## src/shared/asm_pkg.sv

```systemverilog
// Constants and carrier types for the axis status monitor
package asm_pkg;
  localparam logic [7:0] OFS_CTRL    = 8'h00;
  localparam logic [7:0] OFS_STATUS  = 8'h04;
  localparam logic [7:0] OFS_THRESH  = 8'h08;
  localparam logic [7:0] OFS_CLAMP   = 8'h0c;
  localparam logic [7:0] OFS_PRESET  = 8'h10;
  localparam logic [7:0] OFS_TIME    = 8'h14;
  localparam logic [7:0] OFS_LMASTER = 8'h18;
  localparam logic [7:0] OFS_LCMD    = 8'h1c;
  localparam logic [7:0] OFS_LFB     = 8'h20;
  localparam logic [7:0] OFS_CURRENT = 8'h24;
  localparam logic [7:0] OFS_TRAVEL  = 8'h28;
  localparam logic [7:0] OFS_REVS    = 8'h2c;
  localparam logic [7:0] OFS_RACC    = 8'h30;
  localparam logic [7:0] OFS_RDEC    = 8'h34;
  localparam logic [7:0] OFS_RVEL    = 8'h38;
  localparam logic [7:0] OFS_USCNT   = 8'h3c;

  localparam int CB_CAP_EN   = 0;
  localparam int CB_CAP_RST  = 1;
  localparam int CB_ZTE      = 2;
  localparam int CB_CLAMP_EN = 3;
  localparam int CB_REC_EN   = 4;
  localparam int CB_OV_CLR   = 5;
  localparam int CB_DEC_LO   = 8;
  localparam int CB_DEC_HI   = 10;

  localparam logic [15:0] THRESH_RST = 16'h0064;
  localparam logic [15:0] CLAMP_RST  = 16'h0064;
  localparam logic [15:0] REVS_RST   = 16'h0001;
  localparam logic [31:0] TRAVEL_RST = 32'h0000_0001;
  localparam logic [2:0]  DEC_RST    = 3'h0;
  localparam logic [2:0]  DEC_MAX    = 3'h6;
  localparam logic [15:0] PCT_RATED  = 16'h0064;

  localparam int CLK_NS = 5;
  localparam int US_NS  = 1000;
  localparam int US_CYC = US_NS / CLK_NS;

  localparam logic [1:0] SEG_DECEL = 2'h3;
  localparam logic [1:0] RESP_OK   = 2'h0;
  localparam logic [1:0] RESP_ERR  = 2'h2;

  typedef struct packed {
    logic zte_req;
    logic origin_valid;
    logic cap_done;
    logic pwr_en;
    logic axis_ok;
    logic no_trip;
    logic pwr_on;
    logic decel;
    logic clamp;
    logic thresh;
    logic motion;
  } asm_flags_t;

  typedef struct packed {
    logic [31:0] stamp;
    logic [31:0] master;
    logic [31:0] cmd;
    logic [31:0] fb;
  } asm_cap_t;
endpackage

```

## src/hw/asm_monitor.sv

```systemverilog
// Axis status monitor: capture, origin, current compare, drive flags
// What this block does
// - Capture done sets on trigger rise if armed
// - Capture latches free-running 32-bit microsecond time
// - Capture stores master feedback position
// - Capture stores commanded axis position
// - Capture stores axis feedback position
// - Zero request loads feedback into command
// - Zero request self-clears at zero following error
// - Motion flag means velocity command non-zero
// - Threshold flag while demand at least threshold
// - Clamp flag while demand at least clamp
// - Current clamped only while clamp enabled
// - Clamp enable resets inactive
// - Threshold and clamp in percent of rated
// - Origin strobe rise presets command, sets valid
// - Decel flag in last index decel segment
// - Decimal places zero to six, all distances
// - Load travel per whole motor revolutions
// - Recovery index uses own accel, decel, velocity
// - Power on mirrors bridge, drops on trip
// - No trip flag follows trip state
// - Axis ok ignores enable and travel limits
// - Enabled flag follows drive enable
`timescale 1ns/1ps
module asm_monitor #(
  parameter int NPIN = 5
) (
  input  wire logic                 clk,
  input  wire logic                 rst,
  input  wire logic [7:0]           s_axi_awaddr,
  input  wire logic                 s_axi_awvalid,
  output logic                      s_axi_awready,
  input  wire logic [31:0]          s_axi_wdata,
  input  wire logic [3:0]           s_axi_wstrb,
  input  wire logic                 s_axi_wvalid,
  output logic                      s_axi_wready,
  output logic [1:0]                s_axi_bresp,
  output logic                      s_axi_bvalid,
  input  wire logic                 s_axi_bready,
  input  wire logic [7:0]           s_axi_araddr,
  input  wire logic                 s_axi_arvalid,
  output logic                      s_axi_arready,
  output logic [31:0]               s_axi_rdata,
  output logic [1:0]                s_axi_rresp,
  output logic                      s_axi_rvalid,
  input  wire logic                 s_axi_rready,
  input  wire logic                 traj_tick,
  input  wire logic                 capture_trigger_input,
  input  wire logic                 set_origin_strobe,
  input  wire logic                 bridge_closed,
  input  wire logic                 drive_trip,
  input  wire logic                 drive_enabled,
  input  wire logic                 axis_error,
  input  wire logic [31:0]          master_pos,
  input  wire logic [31:0]          cmd_pos,
  input  wire logic [31:0]          fb_pos,
  input  wire logic [31:0]          velocity_command_value,
  input  wire logic [15:0]          current_draw_percent,
  input  wire logic [1:0]           segment_code,
  input  wire logic                 last_index,
  output logic                      cmd_pos_load,
  output logic [31:0]               cmd_pos_load_value,
  output logic [15:0]               current_limited,
  output asm_pkg::asm_flags_t       flags,
  output logic [2:0]                distance_decimal_places,
  output logic [31:0]               load_travel_per_cycle,
  output logic [15:0]               motor_revs_per_cycle,
  output logic                      recovery_index_enable,
  output logic [31:0]               recovery_accel,
  output logic [31:0]               recovery_decel,
  output logic [31:0]               recovery_vel
);
  import asm_pkg::*;

  localparam logic [7:0] US_LAST = 8'(US_CYC - 1);

  // Pin synchroniser, three stages per pin
  logic [NPIN-1:0] s0_r;
  logic [NPIN-1:0] s1_r;
  logic [NPIN-1:0] s2_r;
  logic [NPIN-1:0] lvl_r;
  logic [NPIN-1:0] lvl_nxt;
  logic [NPIN-1:0] rise;
  logic [NPIN-1:0] pins;

  // Control registers
  logic        cap_en_r,   cap_en_nxt;
  logic        clamp_en_r, clamp_en_nxt;
  logic        rec_en_r,   rec_en_nxt;
  logic [2:0]  dec_r,      dec_nxt;
  logic [15:0] thr_r,      thr_nxt;
  logic [15:0] clp_r,      clp_nxt;
  logic [31:0] preset_r,   preset_nxt;
  logic [31:0] travel_r,   travel_nxt;
  logic [15:0] revs_r,     revs_nxt;
  logic [31:0] racc_r,     racc_nxt;
  logic [31:0] rdec_r,     rdec_nxt;
  logic [31:0] rvel_r,     rvel_nxt;

  // Block state
  logic        zte_r,      zte_nxt;
  logic        ov_r,       ov_nxt;
  logic        done_r,     done_nxt;
  asm_cap_t    cap_r,      cap_nxt;
  logic [7:0]  div_r,      div_nxt;
  logic [31:0] us_r,       us_nxt;
  asm_flags_t  fl_r,       fl_nxt;
  logic        load_r,     load_nxt;
  logic [31:0] loadv_r,    loadv_nxt;
  logic [15:0] cur_r,      cur_nxt;

  // Bus slave state
  logic        awok_r,     awok_nxt;
  logic [7:0]  awa_r,      awa_nxt;
  logic        wok_r,      wok_nxt;
  logic [31:0] wd_r,       wd_nxt;
  logic [3:0]  ws_r,       ws_nxt;
  logic        bv_r,       bv_nxt;
  logic [1:0]  br_r,       br_nxt;
  logic        rv_r,       rv_nxt;
  logic [1:0]  rr_r,       rr_nxt;
  logic [31:0] rd_r,       rd_nxt;

  logic        do_wr;
  logic        wr_ctrl;
  logic [31:0] ctrl_new;
  logic        ok_rd;
  logic [31:0] rmux;
  logic        ok_wr;

  function automatic logic [31:0] merge(input logic [31:0] o, input logic [31:0] d,
                                        input logic [3:0] s);
    logic [31:0] r;
    r = o;
    for (int i = 0; i < 4; i++) begin
      if (s[i]) begin
        r[8*i +: 8] = d[8*i +: 8];
      end
    end
    return r;
  endfunction

  assign pins = {drive_enabled, drive_trip, bridge_closed, set_origin_strobe,
                 capture_trigger_input};

  // A level changes once the second and third stages agree
  always_comb begin
    for (int i = 0; i < NPIN; i++) begin
      lvl_nxt[i] = (s1_r[i] == s2_r[i]) ? s2_r[i] : lvl_r[i];
      rise[i]    = lvl_nxt[i] & ~lvl_r[i];
    end
  end

  always_ff @(posedge clk) begin
    if (rst) begin
      s0_r  <= '0;
      s1_r  <= '0;
      s2_r  <= '0;
      lvl_r <= '0;
    end else begin
      s0_r  <= pins;
      s1_r  <= s0_r;
      s2_r  <= s1_r;
      lvl_r <= lvl_nxt;
    end
  end

  // Read multiplexer
  always_comb begin
    ok_rd = 1'b1;
    rmux  = '0;
    case ({s_axi_araddr[7:2], 2'h0})
      OFS_CTRL: begin
        rmux[CB_CAP_EN]             = cap_en_r;
        rmux[CB_ZTE]                = zte_r;
        rmux[CB_CLAMP_EN]           = clamp_en_r;
        rmux[CB_REC_EN]             = rec_en_r;
        rmux[CB_DEC_HI:CB_DEC_LO]   = dec_r;
      end
      OFS_STATUS:  rmux[$bits(asm_flags_t)-1:0] = fl_r;
      OFS_THRESH:  rmux[15:0] = thr_r;
      OFS_CLAMP:   rmux[15:0] = clp_r;
      OFS_PRESET:  rmux = preset_r;
      OFS_TIME:    rmux = cap_r.stamp;
      OFS_LMASTER: rmux = cap_r.master;
      OFS_LCMD:    rmux = cap_r.cmd;
      OFS_LFB:     rmux = cap_r.fb;
      OFS_CURRENT: rmux[15:0] = cur_r;
      OFS_TRAVEL:  rmux = travel_r;
      OFS_REVS:    rmux[15:0] = revs_r;
      OFS_RACC:    rmux = racc_r;
      OFS_RDEC:    rmux = rdec_r;
      OFS_RVEL:    rmux = rvel_r;
      OFS_USCNT:   rmux = us_r;
      default:     ok_rd = 1'b0;
    endcase
  end

  // Write decode; read-only words accept and ignore a write
  always_comb begin
    case (awa_r)
      OFS_CTRL, OFS_STATUS, OFS_THRESH, OFS_CLAMP, OFS_PRESET, OFS_TIME,
      OFS_LMASTER, OFS_LCMD, OFS_LFB, OFS_CURRENT, OFS_TRAVEL, OFS_REVS,
      OFS_RACC, OFS_RDEC, OFS_RVEL, OFS_USCNT: ok_wr = 1'b1;
      default: ok_wr = 1'b0;
    endcase
  end

  assign do_wr    = awok_r & wok_r;
  assign wr_ctrl  = do_wr & (awa_r == OFS_CTRL) & ws_r[0];
  assign ctrl_new = merge('0, wd_r, ws_r);

  // Bus handshake
  always_comb begin
    awok_nxt = awok_r;
    awa_nxt  = awa_r;
    wok_nxt  = wok_r;
    wd_nxt   = wd_r;
    ws_nxt   = ws_r;
    bv_nxt   = bv_r;
    br_nxt   = br_r;
    rv_nxt   = rv_r;
    rr_nxt   = rr_r;
    rd_nxt   = rd_r;
    if (s_axi_awvalid && s_axi_awready) begin
      awok_nxt = 1'b1;
      awa_nxt  = {s_axi_awaddr[7:2], 2'h0};
    end
    if (s_axi_wvalid && s_axi_wready) begin
      wok_nxt = 1'b1;
      wd_nxt  = s_axi_wdata;
      ws_nxt  = s_axi_wstrb;
    end
    if (do_wr) begin
      awok_nxt = 1'b0;
      wok_nxt  = 1'b0;
      bv_nxt   = 1'b1;
      br_nxt   = ok_wr ? RESP_OK : RESP_ERR;
    end else if (bv_r && s_axi_bready) begin
      bv_nxt = 1'b0;
    end
    if (s_axi_arvalid && s_axi_arready) begin
      rv_nxt = 1'b1;
      rr_nxt = ok_rd ? RESP_OK : RESP_ERR;
      rd_nxt = rmux;
    end else if (rv_r && s_axi_rready) begin
      rv_nxt = 1'b0;
    end
  end

  assign s_axi_awready = ~awok_r & ~bv_r;
  assign s_axi_wready  = ~wok_r & ~bv_r;
  assign s_axi_arready = ~rv_r;
  assign s_axi_bvalid  = bv_r;
  assign s_axi_bresp   = br_r;
  assign s_axi_rvalid  = rv_r;
  assign s_axi_rresp   = rr_r;
  assign s_axi_rdata   = rd_r;

  // Configuration registers
  always_comb begin
    cap_en_nxt   = cap_en_r;
    clamp_en_nxt = clamp_en_r;
    rec_en_nxt   = rec_en_r;
    dec_nxt      = dec_r;
    thr_nxt      = thr_r;
    clp_nxt      = clp_r;
    preset_nxt   = preset_r;
    travel_nxt   = travel_r;
    revs_nxt     = revs_r;
    racc_nxt     = racc_r;
    rdec_nxt     = rdec_r;
    rvel_nxt     = rvel_r;
    if (wr_ctrl) begin
      cap_en_nxt   = ctrl_new[CB_CAP_EN];
      clamp_en_nxt = ctrl_new[CB_CLAMP_EN];
      rec_en_nxt   = ctrl_new[CB_REC_EN];
    end
    if (do_wr && awa_r == OFS_CTRL && ws_r[1]) begin
      dec_nxt = (ctrl_new[CB_DEC_HI:CB_DEC_LO] > DEC_MAX) ? DEC_MAX
              : ctrl_new[CB_DEC_HI:CB_DEC_LO];
    end
    if (do_wr) begin
      case (awa_r)
        OFS_THRESH: thr_nxt    = 16'(merge({16'h0, thr_r}, wd_r, ws_r));
        OFS_CLAMP:  clp_nxt    = 16'(merge({16'h0, clp_r}, wd_r, ws_r));
        OFS_PRESET: preset_nxt = merge(preset_r, wd_r, ws_r);
        OFS_TRAVEL: travel_nxt = merge(travel_r, wd_r, ws_r);
        OFS_REVS:   revs_nxt   = 16'(merge({16'h0, revs_r}, wd_r, ws_r));
        OFS_RACC:   racc_nxt   = merge(racc_r, wd_r, ws_r);
        OFS_RDEC:   rdec_nxt   = merge(rdec_r, wd_r, ws_r);
        OFS_RVEL:   rvel_nxt   = merge(rvel_r, wd_r, ws_r);
        default: begin
        end
      endcase
    end
  end

  // Capture, origin, tracking error and flags
  always_comb begin
    zte_nxt   = zte_r;
    ov_nxt    = ov_r;
    done_nxt  = done_r;
    cap_nxt   = cap_r;
    div_nxt   = div_r + 8'h01;
    us_nxt    = us_r;
    fl_nxt    = fl_r;
    load_nxt  = 1'b0;
    loadv_nxt = loadv_r;
    cur_nxt   = cur_r;
    if (div_r == US_LAST) begin
      div_nxt = 8'h00;
      us_nxt  = us_r + 32'h1;
    end
    // Re-arm by software or by dropping the enable
    if (!cap_en_r || (wr_ctrl && ctrl_new[CB_CAP_RST])) begin
      done_nxt = 1'b0;
    end
    if (cap_en_r && !done_r && rise[0]) begin
      done_nxt      = 1'b1;
      cap_nxt.stamp = us_r;
      cap_nxt.master = master_pos;
      cap_nxt.cmd   = cmd_pos;
      cap_nxt.fb    = fb_pos;
    end
    if (traj_tick) begin
      if (zte_r && cmd_pos == fb_pos) begin
        zte_nxt = 1'b0;
      end else if (zte_r) begin
        load_nxt  = 1'b1;
        loadv_nxt = fb_pos;
      end
      fl_nxt.motion  = velocity_command_value != 32'h0;
      fl_nxt.thresh  = current_draw_percent >= thr_r;
      fl_nxt.clamp   = current_draw_percent >= clp_r;
      fl_nxt.decel   = (segment_code == SEG_DECEL) && last_index;
      fl_nxt.pwr_on  = lvl_r[2] & ~lvl_r[3];
      fl_nxt.no_trip = ~lvl_r[3];
      fl_nxt.axis_ok = ~axis_error & ~lvl_r[3];
      fl_nxt.pwr_en  = lvl_r[4];
      cur_nxt = (clamp_en_r && current_draw_percent > clp_r) ? clp_r
              : current_draw_percent;
    end
    if (wr_ctrl && ctrl_new[CB_OV_CLR]) begin
      ov_nxt = 1'b0;
    end
    if (wr_ctrl && ctrl_new[CB_ZTE]) begin
      zte_nxt = 1'b1;
    end
    // Origin preset wins over a tracking error load in the same cycle
    if (rise[1]) begin
      ov_nxt    = 1'b1;
      load_nxt  = 1'b1;
      loadv_nxt = preset_r;
    end
    fl_nxt.zte_req      = zte_nxt;
    fl_nxt.origin_valid = ov_nxt;
    fl_nxt.cap_done     = done_nxt;
  end

  always_ff @(posedge clk) begin
    if (rst) begin
      cap_en_r   <= 1'b0;
      clamp_en_r <= 1'b0;
      rec_en_r   <= 1'b0;
      dec_r      <= DEC_RST;
      thr_r      <= THRESH_RST;
      clp_r      <= CLAMP_RST;
      preset_r   <= '0;
      travel_r   <= TRAVEL_RST;
      revs_r     <= REVS_RST;
      racc_r     <= '0;
      rdec_r     <= '0;
      rvel_r     <= '0;
      zte_r      <= 1'b0;
      ov_r       <= 1'b0;
      done_r     <= 1'b0;
      cap_r      <= '0;
      div_r      <= '0;
      us_r       <= '0;
      fl_r       <= '0;
      load_r     <= 1'b0;
      loadv_r    <= '0;
      cur_r      <= '0;
      awok_r     <= 1'b0;
      awa_r      <= '0;
      wok_r      <= 1'b0;
      wd_r       <= '0;
      ws_r       <= '0;
      bv_r       <= 1'b0;
      br_r       <= RESP_OK;
      rv_r       <= 1'b0;
      rr_r       <= RESP_OK;
      rd_r       <= '0;
    end else begin
      cap_en_r   <= cap_en_nxt;
      clamp_en_r <= clamp_en_nxt;
      rec_en_r   <= rec_en_nxt;
      dec_r      <= dec_nxt;
      thr_r      <= thr_nxt;
      clp_r      <= clp_nxt;
      preset_r   <= preset_nxt;
      travel_r   <= travel_nxt;
      revs_r     <= revs_nxt;
      racc_r     <= racc_nxt;
      rdec_r     <= rdec_nxt;
      rvel_r     <= rvel_nxt;
      zte_r      <= zte_nxt;
      ov_r       <= ov_nxt;
      done_r     <= done_nxt;
      cap_r      <= cap_nxt;
      div_r      <= div_nxt;
      us_r       <= us_nxt;
      fl_r       <= fl_nxt;
      load_r     <= load_nxt;
      loadv_r    <= loadv_nxt;
      cur_r      <= cur_nxt;
      awok_r     <= awok_nxt;
      awa_r      <= awa_nxt;
      wok_r      <= wok_nxt;
      wd_r       <= wd_nxt;
      ws_r       <= ws_nxt;
      bv_r       <= bv_nxt;
      br_r       <= br_nxt;
      rv_r       <= rv_nxt;
      rr_r       <= rr_nxt;
      rd_r       <= rd_nxt;
    end
  end

  assign cmd_pos_load            = load_r;
  assign cmd_pos_load_value      = loadv_r;
  assign current_limited         = cur_r;
  assign flags                   = fl_r;
  assign distance_decimal_places = dec_r;
  assign load_travel_per_cycle   = travel_r;
  assign motor_revs_per_cycle    = revs_r;
  assign recovery_index_enable   = rec_en_r;
  assign recovery_accel          = racc_r;
  assign recovery_decel          = rdec_r;
  assign recovery_vel            = rvel_r;
endmodule

```

## config.mk

```make
export PLATFORM = sky130hd
export DESIGN_NAME = asm_monitor
export DESIGN_NICKNAME = d
export VERILOG_FILES = /design/src/shared/asm_pkg.sv /design/src/hw/asm_monitor.sv
export SDC_FILE = /design/constraint.sdc
export NUM_CORES = 1
export LEC_CHECK = 0
export BUFFER_PORTS_ARGS = -buffer_cell sky130_fd_sc_hd__buf_2
export CORE_AREA = 2 2 236 297
export CTS_CLUSTER_SIZE = 14
export DETAILED_ROUTE_END_ITERATION = 8
export DIE_AREA = 0 0 238 299
export PLACE_DENSITY_LB_ADDON = 0.12
export SYNTH_ARGS = -nofsm -noshare
export SYNTH_HDL_FRONTEND = slang
export SYNTH_SLANG_ARGS = --single-unit
export TNS_END_PERCENT = 30
```

## constraint.sdc

```tcl
create_clock -name clk -period 2.6 [get_ports clk]
set_input_delay 0.13 -clock clk [delete_from_list [all_inputs] [get_ports clk]]
set_output_delay 0.13 -clock clk [all_outputs]
set_load 0.01 [all_outputs]
```

== After elaboration in Yosys (flattened, before gate mapping) ==
Memories as Yosys holds them, arrays and structs flattened. A register that Yosys moved wholly into a read port is not among the register bits.
Index checks and enable logic that the tools add are counted.

* Flip-flop bits (word level): 544
* ROM bits: 64
* Input port bits: 213
* Output and inout port bits: 249
* Logic and storage cells: 222
* Memories kept: 1

{| class="wikitable"
|+ Memory list
! name !! words !! width !! rd ports !! clocked after memory_dff !! write ports !! RTL line !! text
|-
| (name not given) || 64 || 1 || 1 || 1 || 0 || asm_monitor.sv:202 || <nowiki>case (awa_r)</nowiki>
|}

* $add $sub $neg: 2
* $lt $le $gt $ge: 4
* Equal/unequal tests: 32
* Mux-type cells: 38
* Bitwise logic cells: 17
* Reductions and logical operators: 61

{| class="wikitable"
|+ Operators by type and width
! operator !! count
|-
| case mux 16 bit (10 select lines) || 1
|-
| 2-to-1 mux 32 bit || 4
|-
| case mux 3 bit (16 select lines) || 2
|-
| AND reduction 3 bit || 27
|-
| == test 6 x 4 -> 1 bit, second input constant || 13
|-
| case mux 5 bit (14 select lines) || 1
|-
| case mux 3 bit (15 select lines) || 1
|-
| adder 32 x 1 -> 32 bit, second input constant || 1
|-
| == test 32 bit || 1
|-
| greater-or-equal comparator 16 bit || 2
|-
| nonzero test 32 bit || 1
|-
| == test 6 x 3 -> 1 bit, second input constant || 5
|-
| == test 6 x 2 -> 1 bit, second input constant || 4
|-
| 2-to-1 mux 1 bit || 19
|-
| 2-to-1 mux 6 bit || 3
|-
| greater-than comparator 16 bit || 1
|-
| 2-to-1 mux 16 bit || 1
|-
| case mux 1 bit (16 select lines) || 1
|-
| nonzero test 2 bit || 8
|-
| OR reduction 16 bit || 1
|-
| logical AND 1 bit || 15
|-
| case mux 1 bit (15 select lines) || 1
|-
| AND 1 bit || 9
|-
| adder 8 x 1 -> 8 bit, second input constant || 1
|-
| other kinds (16) || 31
|}

== Logic depth before layout (Yosys ltp) ==
Gate-level depths: netlist (run 1).

* Depth after elaboration: 7
* Mapped depth: 10

== Worst setup path after synthesis (run 1) ==
No wires, ideal clock.

* Path type: register -> register
* From: reg clp_r[7]
* To: reg cur_r[10] (netlist: current_limited[10])
* Arrival: 2.053 ns
* Setup slack: 0.456 ns
* Stages on the path, launching flop included: 11
* Path buffers: 2
* Period minus slack after synthesis: 2.144 ns
* Cells stage by stage: dfxtp_1 > inv_1 > ha_1 > nand3_1 > or3_1 > o31ai_1 > or2_1 > buf_4 > buf_4 > nand3_1 > a311oi_1

* Longest elaborated chain between the ends: 3

{| class="wikitable"
|+ RTL lines
! item !! RTL line !! text
|-
| from (decl) || asm_monitor.sv:93 || <nowiki>logic [15:0] clp_r, clp_nxt;</nowiki>
|-
| from (signal assigned) || asm_monitor.sv:402 || <nowiki>clp_r <= clp_nxt;</nowiki>
|-
| greater-than comparator 16 bit || asm_monitor.sv:342 || <nowiki>cur_nxt = (clamp_en_r && current_draw_percent > clp_r) ? clp_r</nowiki>
|-
| logical AND 1 bit || asm_monitor.sv:342 ||
|-
| 2-to-1 mux 16 bit || asm_monitor.sv:342 ||
|-
| to (signal assigned) || asm_monitor.sv:418 || <nowiki>cur_r <= cur_nxt;</nowiki>
|-
| to (decl) || asm_monitor.sv:111 || <nowiki>logic [15:0] cur_r, cur_nxt;</nowiki>
|}

No other way between the ends.
A chain may end at the register's enable or synchronous reset.

==> results of run 1 <==
[worst max-delay path, stage by stage (launching register included)]
cell and delay, ns:
dfxtp_1 0.44, or4b_4 0.77, buf_12 0.30, nand2_1 0.14, a21oi_1 0.07, dlygate4sd3_1 0.59
[per-layer routing]
metal | vias to the layer above | global-route usage [%]
li1 | 10670 | -
met1 | 11160 | 33.72
met2 | 893 | 53.72
met3 | 213 | 4.378
met4 | 6 | 16.43
met5 | - | 0
[registers in the layout (all words and copies together), names as in the netlist, 6 cells and up]
name and count:
awa_r 6, cap_r 128, clp_r 16, cmd_pos_load_value 32
current_limited 16, div_r 8, flags 11, load_travel_per_cycle 32
motor_revs_per_cycle 16, preset_r 32, recovery_accel 32, recovery_decel 32
recovery_vel 32, s_axi_rdata 32, thr_r 16, us_r 32
wd_r 32
[kinds of logic after synthesis]
group | Yosys count
and+or+nand+nor | 1037
AOI/OAI and AO/OA | 551
DFF | 542
muxes | 249
buffers and inverters | 232
xor gates and xnor gates | 64
adders and majority gates | 34
other | 1
[final timing paths]
check | to | start | slack (ns) | depth (start not counted)
worst max-delay path | cap_r[94] | flags[8] | 0.08 | 5
worst min-delay path | s_axi_rdata[5] | s_axi_araddr[4] | 0.09 | 4
worst max register to register | cap_r[94] | flags[8] | 0.08 | 5
worst min register to register | s1_r[4] | s0_r[4] | 0.44 | 1
[timing repair]
item                                   4_1_cts  5_1_grt
setup buffers                                0        0
hold buffers                               174        0
endpoints found under the hold margin      238        0
[area by class of cell]
cell class / count / area (µm²) / share of cell area, %
sequential: 542 / 10850 / 35.23
timing repair buffer: 733 / 4922 / 15.98
antenna: 4 / 10.01 / 0.03250
clock inverter: 13 / 196.4 / 0.6378
clock buffer: 84 / 1700 / 5.521
inverter: 40 / 150.1 / 0.4875
tap: 880 / 1101 / 3.575
multi-input combinational: 1937 / 11870 / 38.54
[power breakdown]
part | switching (mW) | internal [mW] | total [mW]
logic | 0.663 | 0.533 | 1.20
registers | 0.208 | 8.40 | 8.61
clock network | 3.52 | 4.97 | 8.49
[cell usage in the layout (no fill, tap or decap), types with 12 or more instances in the layout]
| cell type | count |
|---|---|
| ha_1 | 34 |
| o21ai_0 | 31 |
| nor2_1 | 319 |
| a22oi_1 | 148 |
| a21o_1 | 15 |
| nor2_2 | 13 |
| o21ai_1 | 24 |
| dfxtp_1 | 542 |
| a222oi_1 | 15 |
| buf_2 | 454 |
| a311oi_1 | 17 |
| buf_4 | 95 |
| and3_1 | 18 |
| nand3_1 | 72 |
| clkbuf_1 | 12 |
| nand4_1 | 29 |
| xor2_1 | 22 |
| a211oi_1 | 39 |
| a21oi_1 | 221 |
| nor4_1 | 17 |
| xnor2_1 | 42 |
| mux2i_1 | 237 |
| nor2b_1 | 20 |
| inv_1 | 40 |
| dlygate4sd3_1 | 174 |
| clkbuf_8 | 13 |
| nor3_1 | 21 |
| nand2_1 | 449 |
| clkbuf_16 | 59 |
[through the flow]
stage	total power, mW	util (%)	area [µm²]
2_1_floorplan	9.199	-	23720
3_3_place_gp	9.766	39.55	27150
3_5_place_dp	9.781	39.55	27150
4_1_cts	18.45	44.85	30790
5_1_grt	18.88	44.86	30790
6_report	18.29	44.87	30800
==> flow_summary_export.csv, run 1 <==
group,metric,value,unit
floorplanning,fp-row-count,108,
clocking,cts_tree,"yes",
place,portBuffers,455,
sta,rsz0062_at_grt,"no",
drt,vias_per_cell,5.418,
grt,grt_max_degree,135,
grt,antenna_found_initial,4,
floorplanning,placeableCoreArea,0.06865,mm²
sta,finalWorstSetupSlack,0.08200,ns
drt,drt_iter0_drc,1731,
clocking,numCtsBuffers,58,
status,status,"finished, final reports clean",
logic_synthesis,synthSimpleGateAreaFrac,20.16,%
place,globalplace.congestion,0.9580,
logic_synthesis,ys_ff_latch,542,
worst_setup_path,start_kind,"flop",
sta,tightest_slew,0.8833,ns
sta,finalCritPeriodShare,96.85,%
logic_synthesis,synth_top_family_by_area,"simple AND/OR/NAND/NOR gates",
logic_synthesis,synth_area_leader_cell,"dfxtp_1",
clocking,cts.repair.resized,0,
sta,fmax,397.1,MHz
floorplanning,die_h,299,µm
sta,finalSetupViolations,0,
logic_synthesis,yosysMostFrequentCell,"dfxtp_1",
sta,relSlewSlack,40.66,%
grt,grt-ovfl-total,0,
logic_synthesis,ys_top_cells_by_count,"dfxtp_1, nand2_1, nor2_1, mux2i_1, a21oi_1",
finish,drive_above_1_share,21.17,%
sta,skew,0.02589,ns
drt,met1_length,41.36,mm
logic_synthesis,avgSynthCellArea,8.751,µm²
finish,filler_cell_count,6941,
worst_setup_path,end_kind,"flop",
floorplanning,initial_core_util,34.55,%
power,peakVddDrop,0.5085,mV
logic_synthesis,synth_compound_area_share,14.92,%
finish,layout.cells.non_filler,4233,
logic_synthesis,ys_warn_count,0,
worst_setup_path,critPathMaxFanout,103,
drt,ant_nets,0,
worst_setup_path,cp_data_arrival_time,3.02,ns
logic_synthesis,synth_top_area_share,45.75,%
clocking,htreeDepth,2,
drt,vias,22940,
drt,firstDrtPassIters,8,
sta,fin_crit,2.518,ns
drt,dr_wl_met2,55.14,mm
finish,syn2layout_area_growth,29.88,%
floorplanning,ioPinCount,462,
drt,drcViolationCount,0,
drt,wl,109.4,mm
power,leakage,12.84,nW
floorplanning,die_w,238,µm
sta,hold_viol,0,
sta,fin_setup_tns,0,ns
drt,top_layer_used,"met5",
clocking,cts-root-buf,"clkbuf_16",
finish,nets,3559,
clocking,clockBufferDepth,3,
sta,drv_slew,0,
drt,wl_met3,6.369,mm
logic_synthesis,synth_xor_area_share,2.364,%
run,maxCapViolations,0,
power,power_density,594.0,mW/mm²
logic_synthesis,yosysUniqueCellTypes,76,
logic_synthesis,ys.flop_type,"dfxtp_1",
worst_hold_path,hp-class,"input pin to flop",
logic_synthesis,synthCells,2710,
floorplanning,die-area,0.07116,mm²
grt,grt_usage,29.84,%
worst_setup_path,required,3.10,ns
logic_synthesis,syn-cell-area,0.02372,mm²
place,dp_slack,0.2452,ns
logic_synthesis,ys_top_cells_by_area,"dfxtp_1, mux2i_1, nand2_1",
clocking,clk_latency,0.63,ns
worst_setup_path,path_class,"flop to flop",
logic_synthesis,synth-edff-count,0,
grt,grt_pass1_wl,155.1,mm
logic_synthesis,synthAdderAreaFrac,1.794,%
logic_synthesis,async_reset_ff_share,0,%
logic_synthesis,yosysSeqAreaShare,45.75,%
clocking,cts_sinks,542,
sta,hold_ws,0.09270,ns
place,hpwl,82.80,mm
clocking,path_clk_slew,0.06,ns
place,placed_cells_incl_taps,3958,
logic_synthesis,post_synth_mux_area_share,10.67,%
drt,wire_per_inst,25.83,µm
grt,grt_pass1_vias,22630,
No activity file was read; power rests on OpenSTA's default activity.
==> run 2: changes to the inputs <==
--- a/config.mk
+++ b/config.mk
@@ -7,6 +7,7 @@
 export LEC_CHECK = 0
 export BUFFER_PORTS_ARGS = -buffer_cell sky130_fd_sc_hd__buf_2
 export CORE_AREA = 2 2 236 297
+export CTS_BUF_LIST = sky130_fd_sc_hd__clkbuf_8
 export CTS_CLUSTER_SIZE = 14
 export DETAILED_ROUTE_END_ITERATION = 8
 export DIE_AREA = 0 0 238 299
==> constraint.sdc (replaced) <==
create_clock -name clk -period 2.1 [get_ports clk]
set_input_delay 0.105 -clock clk [delete_from_list [all_inputs] [get_ports clk]]
set_output_delay 0.105 -clock clk [all_outputs]
set_load 0.01 [all_outputs]
==> flow_summary_export.csv, run 2 (synthesized netlist as in run 1, its figures left out) <==
group,metric,value,unit
worst_setup_path,path_class,"flop to flop",
worst_hold_path,whs_path_depth,4,
power,power_density,680.6,mW/mm²
power,leakage,13.82,nW
sta,fin_crit,2.113,ns
floorplanning,ioPinCount,462,
worst_hold_path,min_from,"s_axi_araddr[5]",
drt,drt_iter0_drc,1765,
drt,drcViolationCount,0,
clocking,cts-root-buf,"clkbuf_8",
floorplanning,die_w,238,µm
sta,fmax,473.3,MHz
floorplanning,die-area,0.07116,mm²
drt,vias_per_cell,5.345,
drt,firstDrtPassIters,8,
finish,final_util,47.42,%
clocking,path_clk_slew,0.06,ns
finish,layout.cells.non_filler,4431,
finish,largest_register_ffs,128,
sta,finalCritPeriodShare,100.6,%
finish,layout_common_cells,"dfxtp_1, buf_2, nand2_1",
worst_setup_path,path_cells,"inv_2 > ha_4 > nand2_2 > or3_4 > o31ai_4 > or2_4 > buf_12 > nand3_1 > a311oi_1",
worst_setup_path,critPathBufInv,2,
floorplanning,fp-row-count,108,
worst_setup_path,required,2.69,ns
status,violations,"setup timing",
worst_setup_path,critPathTopFamily,"simple AND/OR/NAND/NOR gates",
clocking,clockBufferDepth,3,
sta,tightest_slew,1.050,ns
clocking,htreeDepth,3,
worst_setup_path,end_kind,"flop",
grt,antenna_found_initial,3,
finish,regMostFlops,"cap_r",
sta,fin_setup_tns,-0.03639,ns
finish,final_area,0.03256,mm²
place,portBuffers,455,
finish,filler_cell_count,6824,
place,placed_cells_incl_taps,4054,
grt,grt-ovfl-total,0,
clocking,cts_sinks,542,
worst_setup_path,start_kind,"flop",
grt,grt_pass1_wl,161.3,mm
sta,finalWorstSetupSlack,-0.01294,ns
status,status,"finished with violations",
sta,drv_slew,0,
place,placed_area,0.02816,mm²
sta,relSlewSlack,30.01,%
place,globalplace.congestion,0.9675,
worst_setup_path,critPathMaxFanout,8,
worst_hold_path,hp-class,"input pin to flop",
drt,ant_nets,0,
finish,nets,3731,
place,dp_slack,-0.1563,ns
grt,grt_max_degree,200,
worst_setup_path,slowest_stage,"or3_4",
worst_setup_path,r2r_start,"clp_r[3]",
sta,rsz0062_at_grt,"yes",
worst_setup_path,r2r_setup_slack,-0.01,ns
grt,grt_pass1_vias,23580,
finish,drive_above_1_share,26.12,%
floorplanning,initial_core_util,34.55,%
run,maxCapViolations,0,
worst_setup_path,cp_data_arrival_time,2.71,ns
sta,skew,0.03435,ns
worst_setup_path,reg2reg_depth,9,
drt,wire_per_inst,25.61,µm
place,hpwl,85.78,mm
worst_setup_path,max_stage_delay,0.42,ns
worst_setup_path,worstReg2RegEnd,"current_limited[15]",
floorplanning,placeableCoreArea,0.06865,mm²
finish,syn2layout_area_growth,37.27,%
worst_setup_path,crit_start,"clp_r[3]",
sta,finalSetupViolations,6,
drt,vias,23680,
power,peakVddDrop,0.4007,mV
grt,grt_usage,31.06,%
clocking,cts_tree,"yes",
clocking,numCtsBuffers,92,
floorplanning,die_h,299,µm
sta,hold_viol,0,
worst_hold_path,hold_path_end,"s_axi_rdata[12]",
clocking,clk_latency,0.71,ns
finish,final_common_cell,"dfxtp_1",
drt,wl,113.5,mm
## run 2: how the worst max path moves through the flow
stage               depth (start not counted)  slack, ns             endpoint
global placement                            9      -0.16   current_limited[2]
floorplan                                  10      0.006  current_limited[11]
global route                               10      -0.09   current_limited[3]
detailed placement                         10      -0.16  current_limited[15]
finish                                      9      -0.01  current_limited[15]
CTS                                         9      0.005  current_limited[15]
## run 2: metal layers
layer | share of wire (%) | GRT usage [%] | vias up
li1 | - | - | 11030
met1 | 38 | 35.03 | 11530
met2 | 50 | 55.79 | 906
met3 | 5.2 | 4.443 | 212
met4 | 6.1 | 17.69 | 2
met5 | 0.011 | 0 | -
## run 2: what timing repair did
action	4_1_cts	5_1_grt
pin swaps	17	26
hold buffers	210	0
resized for setup	47	41
setup endpoints to repair	16	35
cloned	1	0
buffers inserted	3	2
endpoints found under the hold margin	238	0
## run 2: power breakdown
group	switching [mW]	internal (mW)
clock	4.61	5.20
sequential	0.254	10.4
combinational	0.883	0.802
## run 2: worst min-delay path: cells and delay by family
family | cells | cell delay [ns]
AO/OA/AOI/OAI | 2 | 0.36
buffers and inverters | 2 | 0.25
## run 2: area by class of cell
class	count	area, µm²	area share [%]
Multi-Input combinational cell	1937	12200	37.48
Sequential cell	542	10860	33.36
Timing Repair Buffer	871	6370	19.57
Clock buffer	119	1638	5.031
Tap cell	880	1101	3.382
Clock inverter	40	229.0	0.7033
Inverter	40	150.1	0.4612
Antenna cell	2	5.005	0.01537
## run 2: metrics by stage
| step | power [mW] | hold WS (ns) |
|---|---|---|
| 5_1_grt | 22.92 | 0.08792 |
| 4_1_cts | 22.28 | 0.001939 |
| 6_report | 22.16 | 0.04417 |
| 2_1_floorplan | 11.39 | 0.2332 |
| 3_5_place_dp | 12.18 | 0.3276 |
| 3_3_place_gp | 12.17 | 0.3182 |
==> run 3: changes to the inputs <==
--- a/config.mk
+++ b/config.mk
@@ -6,11 +6,11 @@
 export NUM_CORES = 1
 export LEC_CHECK = 0
 export BUFFER_PORTS_ARGS = -buffer_cell sky130_fd_sc_hd__buf_2
-export CORE_AREA = 2 2 236 297
+export CORE_AREA = 2 2 195 244
 export CTS_BUF_LIST = sky130_fd_sc_hd__clkbuf_8
 export CTS_CLUSTER_SIZE = 14
 export DETAILED_ROUTE_END_ITERATION = 8
-export DIE_AREA = 0 0 238 299
+export DIE_AREA = 0 0 197 246
 export PLACE_DENSITY_LB_ADDON = 0.12
 export SYNTH_ARGS = -nofsm -noshare
 export SYNTH_HDL_FRONTEND = slang
==> flow_summary_export.csv, run 3 (synthesized netlist as in run 1, its figures left out) <==
group,metric,value,unit
power,power_density,687.6,mW/mm²
finish,final_common_cell,"dfxtp_1",
sta,finalWorstSetupSlack,-0.1032,ns
grt,grt_pass1_wl,146.7,mm
finish,nets,3688,
clocking,path_clk_slew,0.06,ns
floorplanning,die_h,246,µm
floorplanning,ioPinCount,462,
sta,skew,0.04576,ns
finish,filler_cell_count,3777,
finish,layout_common_cells,"dfxtp_1, buf_2, nand2_1",
worst_setup_path,crit_start,"clp_r[4]",
worst_setup_path,worstReg2RegEnd,"current_limited[15]",
sta,fmax,453.9,MHz
sta,finalCritPeriodShare,104.9,%
sta,fin_crit,2.203,ns
worst_setup_path,max_stage_delay,0.40,ns
worst_setup_path,cp.depth,9,
drt,wire_per_inst,25.14,µm
worst_setup_path,critPathTopFamily,"simple AND/OR/NAND/NOR gates",
power,leakage,13.61,nW
grt,grt_pass1_vias,23620,
worst_setup_path,r2r_setup_slack,-0.10,ns
sta,tightest_slew,0.9021,ns
sta,hold_ws,0.08693,ns
sta,finalSetupViolations,17,
clocking,cts-root-buf,"clkbuf_8",
finish,syn2layout_area_growth,33.89,%
power,peakVddDrop,0.6178,mV
grt,grt-ovfl-total,0,
floorplanning,placeableCoreArea,0.04602,mm²
worst_setup_path,required,2.69,ns
place,dp_slack,-0.1897,ns
finish,seqCellArea,0.01086,mm²
clocking,cts_tree,"yes",
place,globalplace.congestion,1.009,
drt,wl,102.9,mm
clocking,numCtsBuffers,86,
finish,largest_register_ffs,128,
floorplanning,initial_core_util,51.53,%
worst_setup_path,cp_data_arrival_time,2.80,ns
place,placed_cells_incl_taps,3723,
worst_setup_path,path_cells,"inv_2 > ha_4 > nand3_2 > or3_4 > o31ai_4 > or2_4 > buf_12 > nand3_1 > a311oi_1",
power,p_clk_share,43.8,%
sta,hold_viol,0,
clocking,clk_latency,0.71,ns
power,combPwrFrac,7.5,%
finish,layout.cells.non_filler,4093,
floorplanning,die_w,197,µm
clocking,clockBufferDepth,3,
clocking,cts_sinks,542,
drt,drt_iter0_drc,2120,
floorplanning,die-area,0.04846,mm²
power,power_switching,5.561,mW
place,hpwl,74.70,mm
power,p_int,16.27,mW
worst_hold_path,hp-class,"input pin to flop",
drt,vias,24270,
place,portBuffers,455,
power,seq_power_share,48.7,%
status,violations,"setup timing",
clocking,htreeDepth,3,
power,p_sw_share,25.47,%
grt,grt_max_degree,139,
worst_setup_path,crit_path_end,"current_limited[15]",
worst_setup_path,critPathBufInv,2,
finish,multiInputGateArea,0.01211,mm²
sta,relSlewSlack,39.73,%
finish,drive_above_1_share,24.72,%
drt,drcViolationCount,0,
worst_setup_path,slowest_stage,"or3_4",
finish,regMostFlops,"cap_r",
sta,rsz0062_at_grt,"yes",
grt,grt_usage,41.11,%
grt,antenna_found_initial,3,
worst_setup_path,path_class,"flop to flop",
drt,ant_nets,0,
worst_setup_path,start_kind,"flop",
worst_setup_path,r2r_start,"clp_r[4]",
worst_setup_path,end_kind,"flop",
floorplanning,fp-row-count,88,
status,status,"finished with violations",
worst_setup_path,critPathMaxFanout,8,
drt,vias_per_cell,5.929,
drt,firstDrtPassIters,7,
sta,drv_slew,0,
run,maxCapViolations,0,
worst_setup_path,reg2reg_depth,9,
-- run 3: final cells by class --
type | instances | area share (%)
multi-input combinational | 1937 | 38.15
sequential | 542 | 34.20
timing repair buffer | 834 | 19.05
clock buffer | 120 | 5.201
tap | 585 | 2.305
clock inverter | 34 | 0.6108
inverter | 40 | 0.4728
antenna | 1 | 0.007881
-- run 3: metrics by stage --
| step | TNS [ns] | cell area (µm²) | power (mW) | util, % |
|---|---|---|---|---|
| after global placement | -1.868 | 27470 | 12.07 | 59.69 |
| after floorplan | 0 | 23730 | 11.39 | - |
| after detailed placement | -2.341 | 27470 | 12.09 | 59.69 |
| final | -1.020 | 31750 | 21.83 | 68.99 |
| after CTS | -0.02949 | 31600 | 21.82 | 68.65 |
| after global routing | -1.704 | 31750 | 22.43 | 68.99 |
-- run 3: how the worst min path moves through the flow --
stage	start	endpoint	slack (ns)	cells past startpoint
after floorplan	capture_trigger_input	s0_r[0]	0.23	1
after global placement	drive_enabled	s0_r[4]	0.32	2
after detailed placement	capture_trigger_input	s0_r[0]	0.32	2
after CTS	s_axi_araddr[5]	s_axi_rdata[12]	0.04	5
after global routing	s_axi_araddr[5]	s_axi_rdata[13]	0.12	5
final	s_axi_araddr[5]	s_axi_rdata[27]	0.09	6
-- run 3: metal layers --
metal / routed length, µm / global-route usage [%]
met5: 24 / 0
met4: 10290 / 37.46
met3: 6999 / 6.420
met2: 49400 / 70.00
met1: 36190 / 43.89
-- run 3: what timing repair did --
item | CTS | global route
gates cloned | 1 | 1
resized for setup | 38 | 33
hold buffers | 208 | 0
setup buffers | 2 | 3
setup endpoints to repair | 16 | 24
pin swaps | 16 | 13
endpoints found under the hold margin | 253 | 0
-- run 3: worst reg2reg max path, delay by kind of cell (launching register included) --
kind / cells / cell delay, ns
and+or+nand+nor: 4 / 0.82
adders and majority gates: 1 / 0.26
AOI/OAI and AO/OA: 2 / 0.48
DFF: 1 / 0.33
buffers and inverters: 2 / 0.20
-- run 3: power groups by stage --
stage / clock network [mW] / logic, mW / registers (mW)
6_report: 9.56 / 1.64 / 10.6
5_1_grt: 10.1 / 1.74 / 10.6
4_1_cts: 9.63 / 1.56 / 10.6
3_5_place_dp: 0 / 1.24 / 10.9
3_3_place_gp: 0 / 1.22 / 10.9
2_1_floorplan: 0 / 0.671 / 10.7
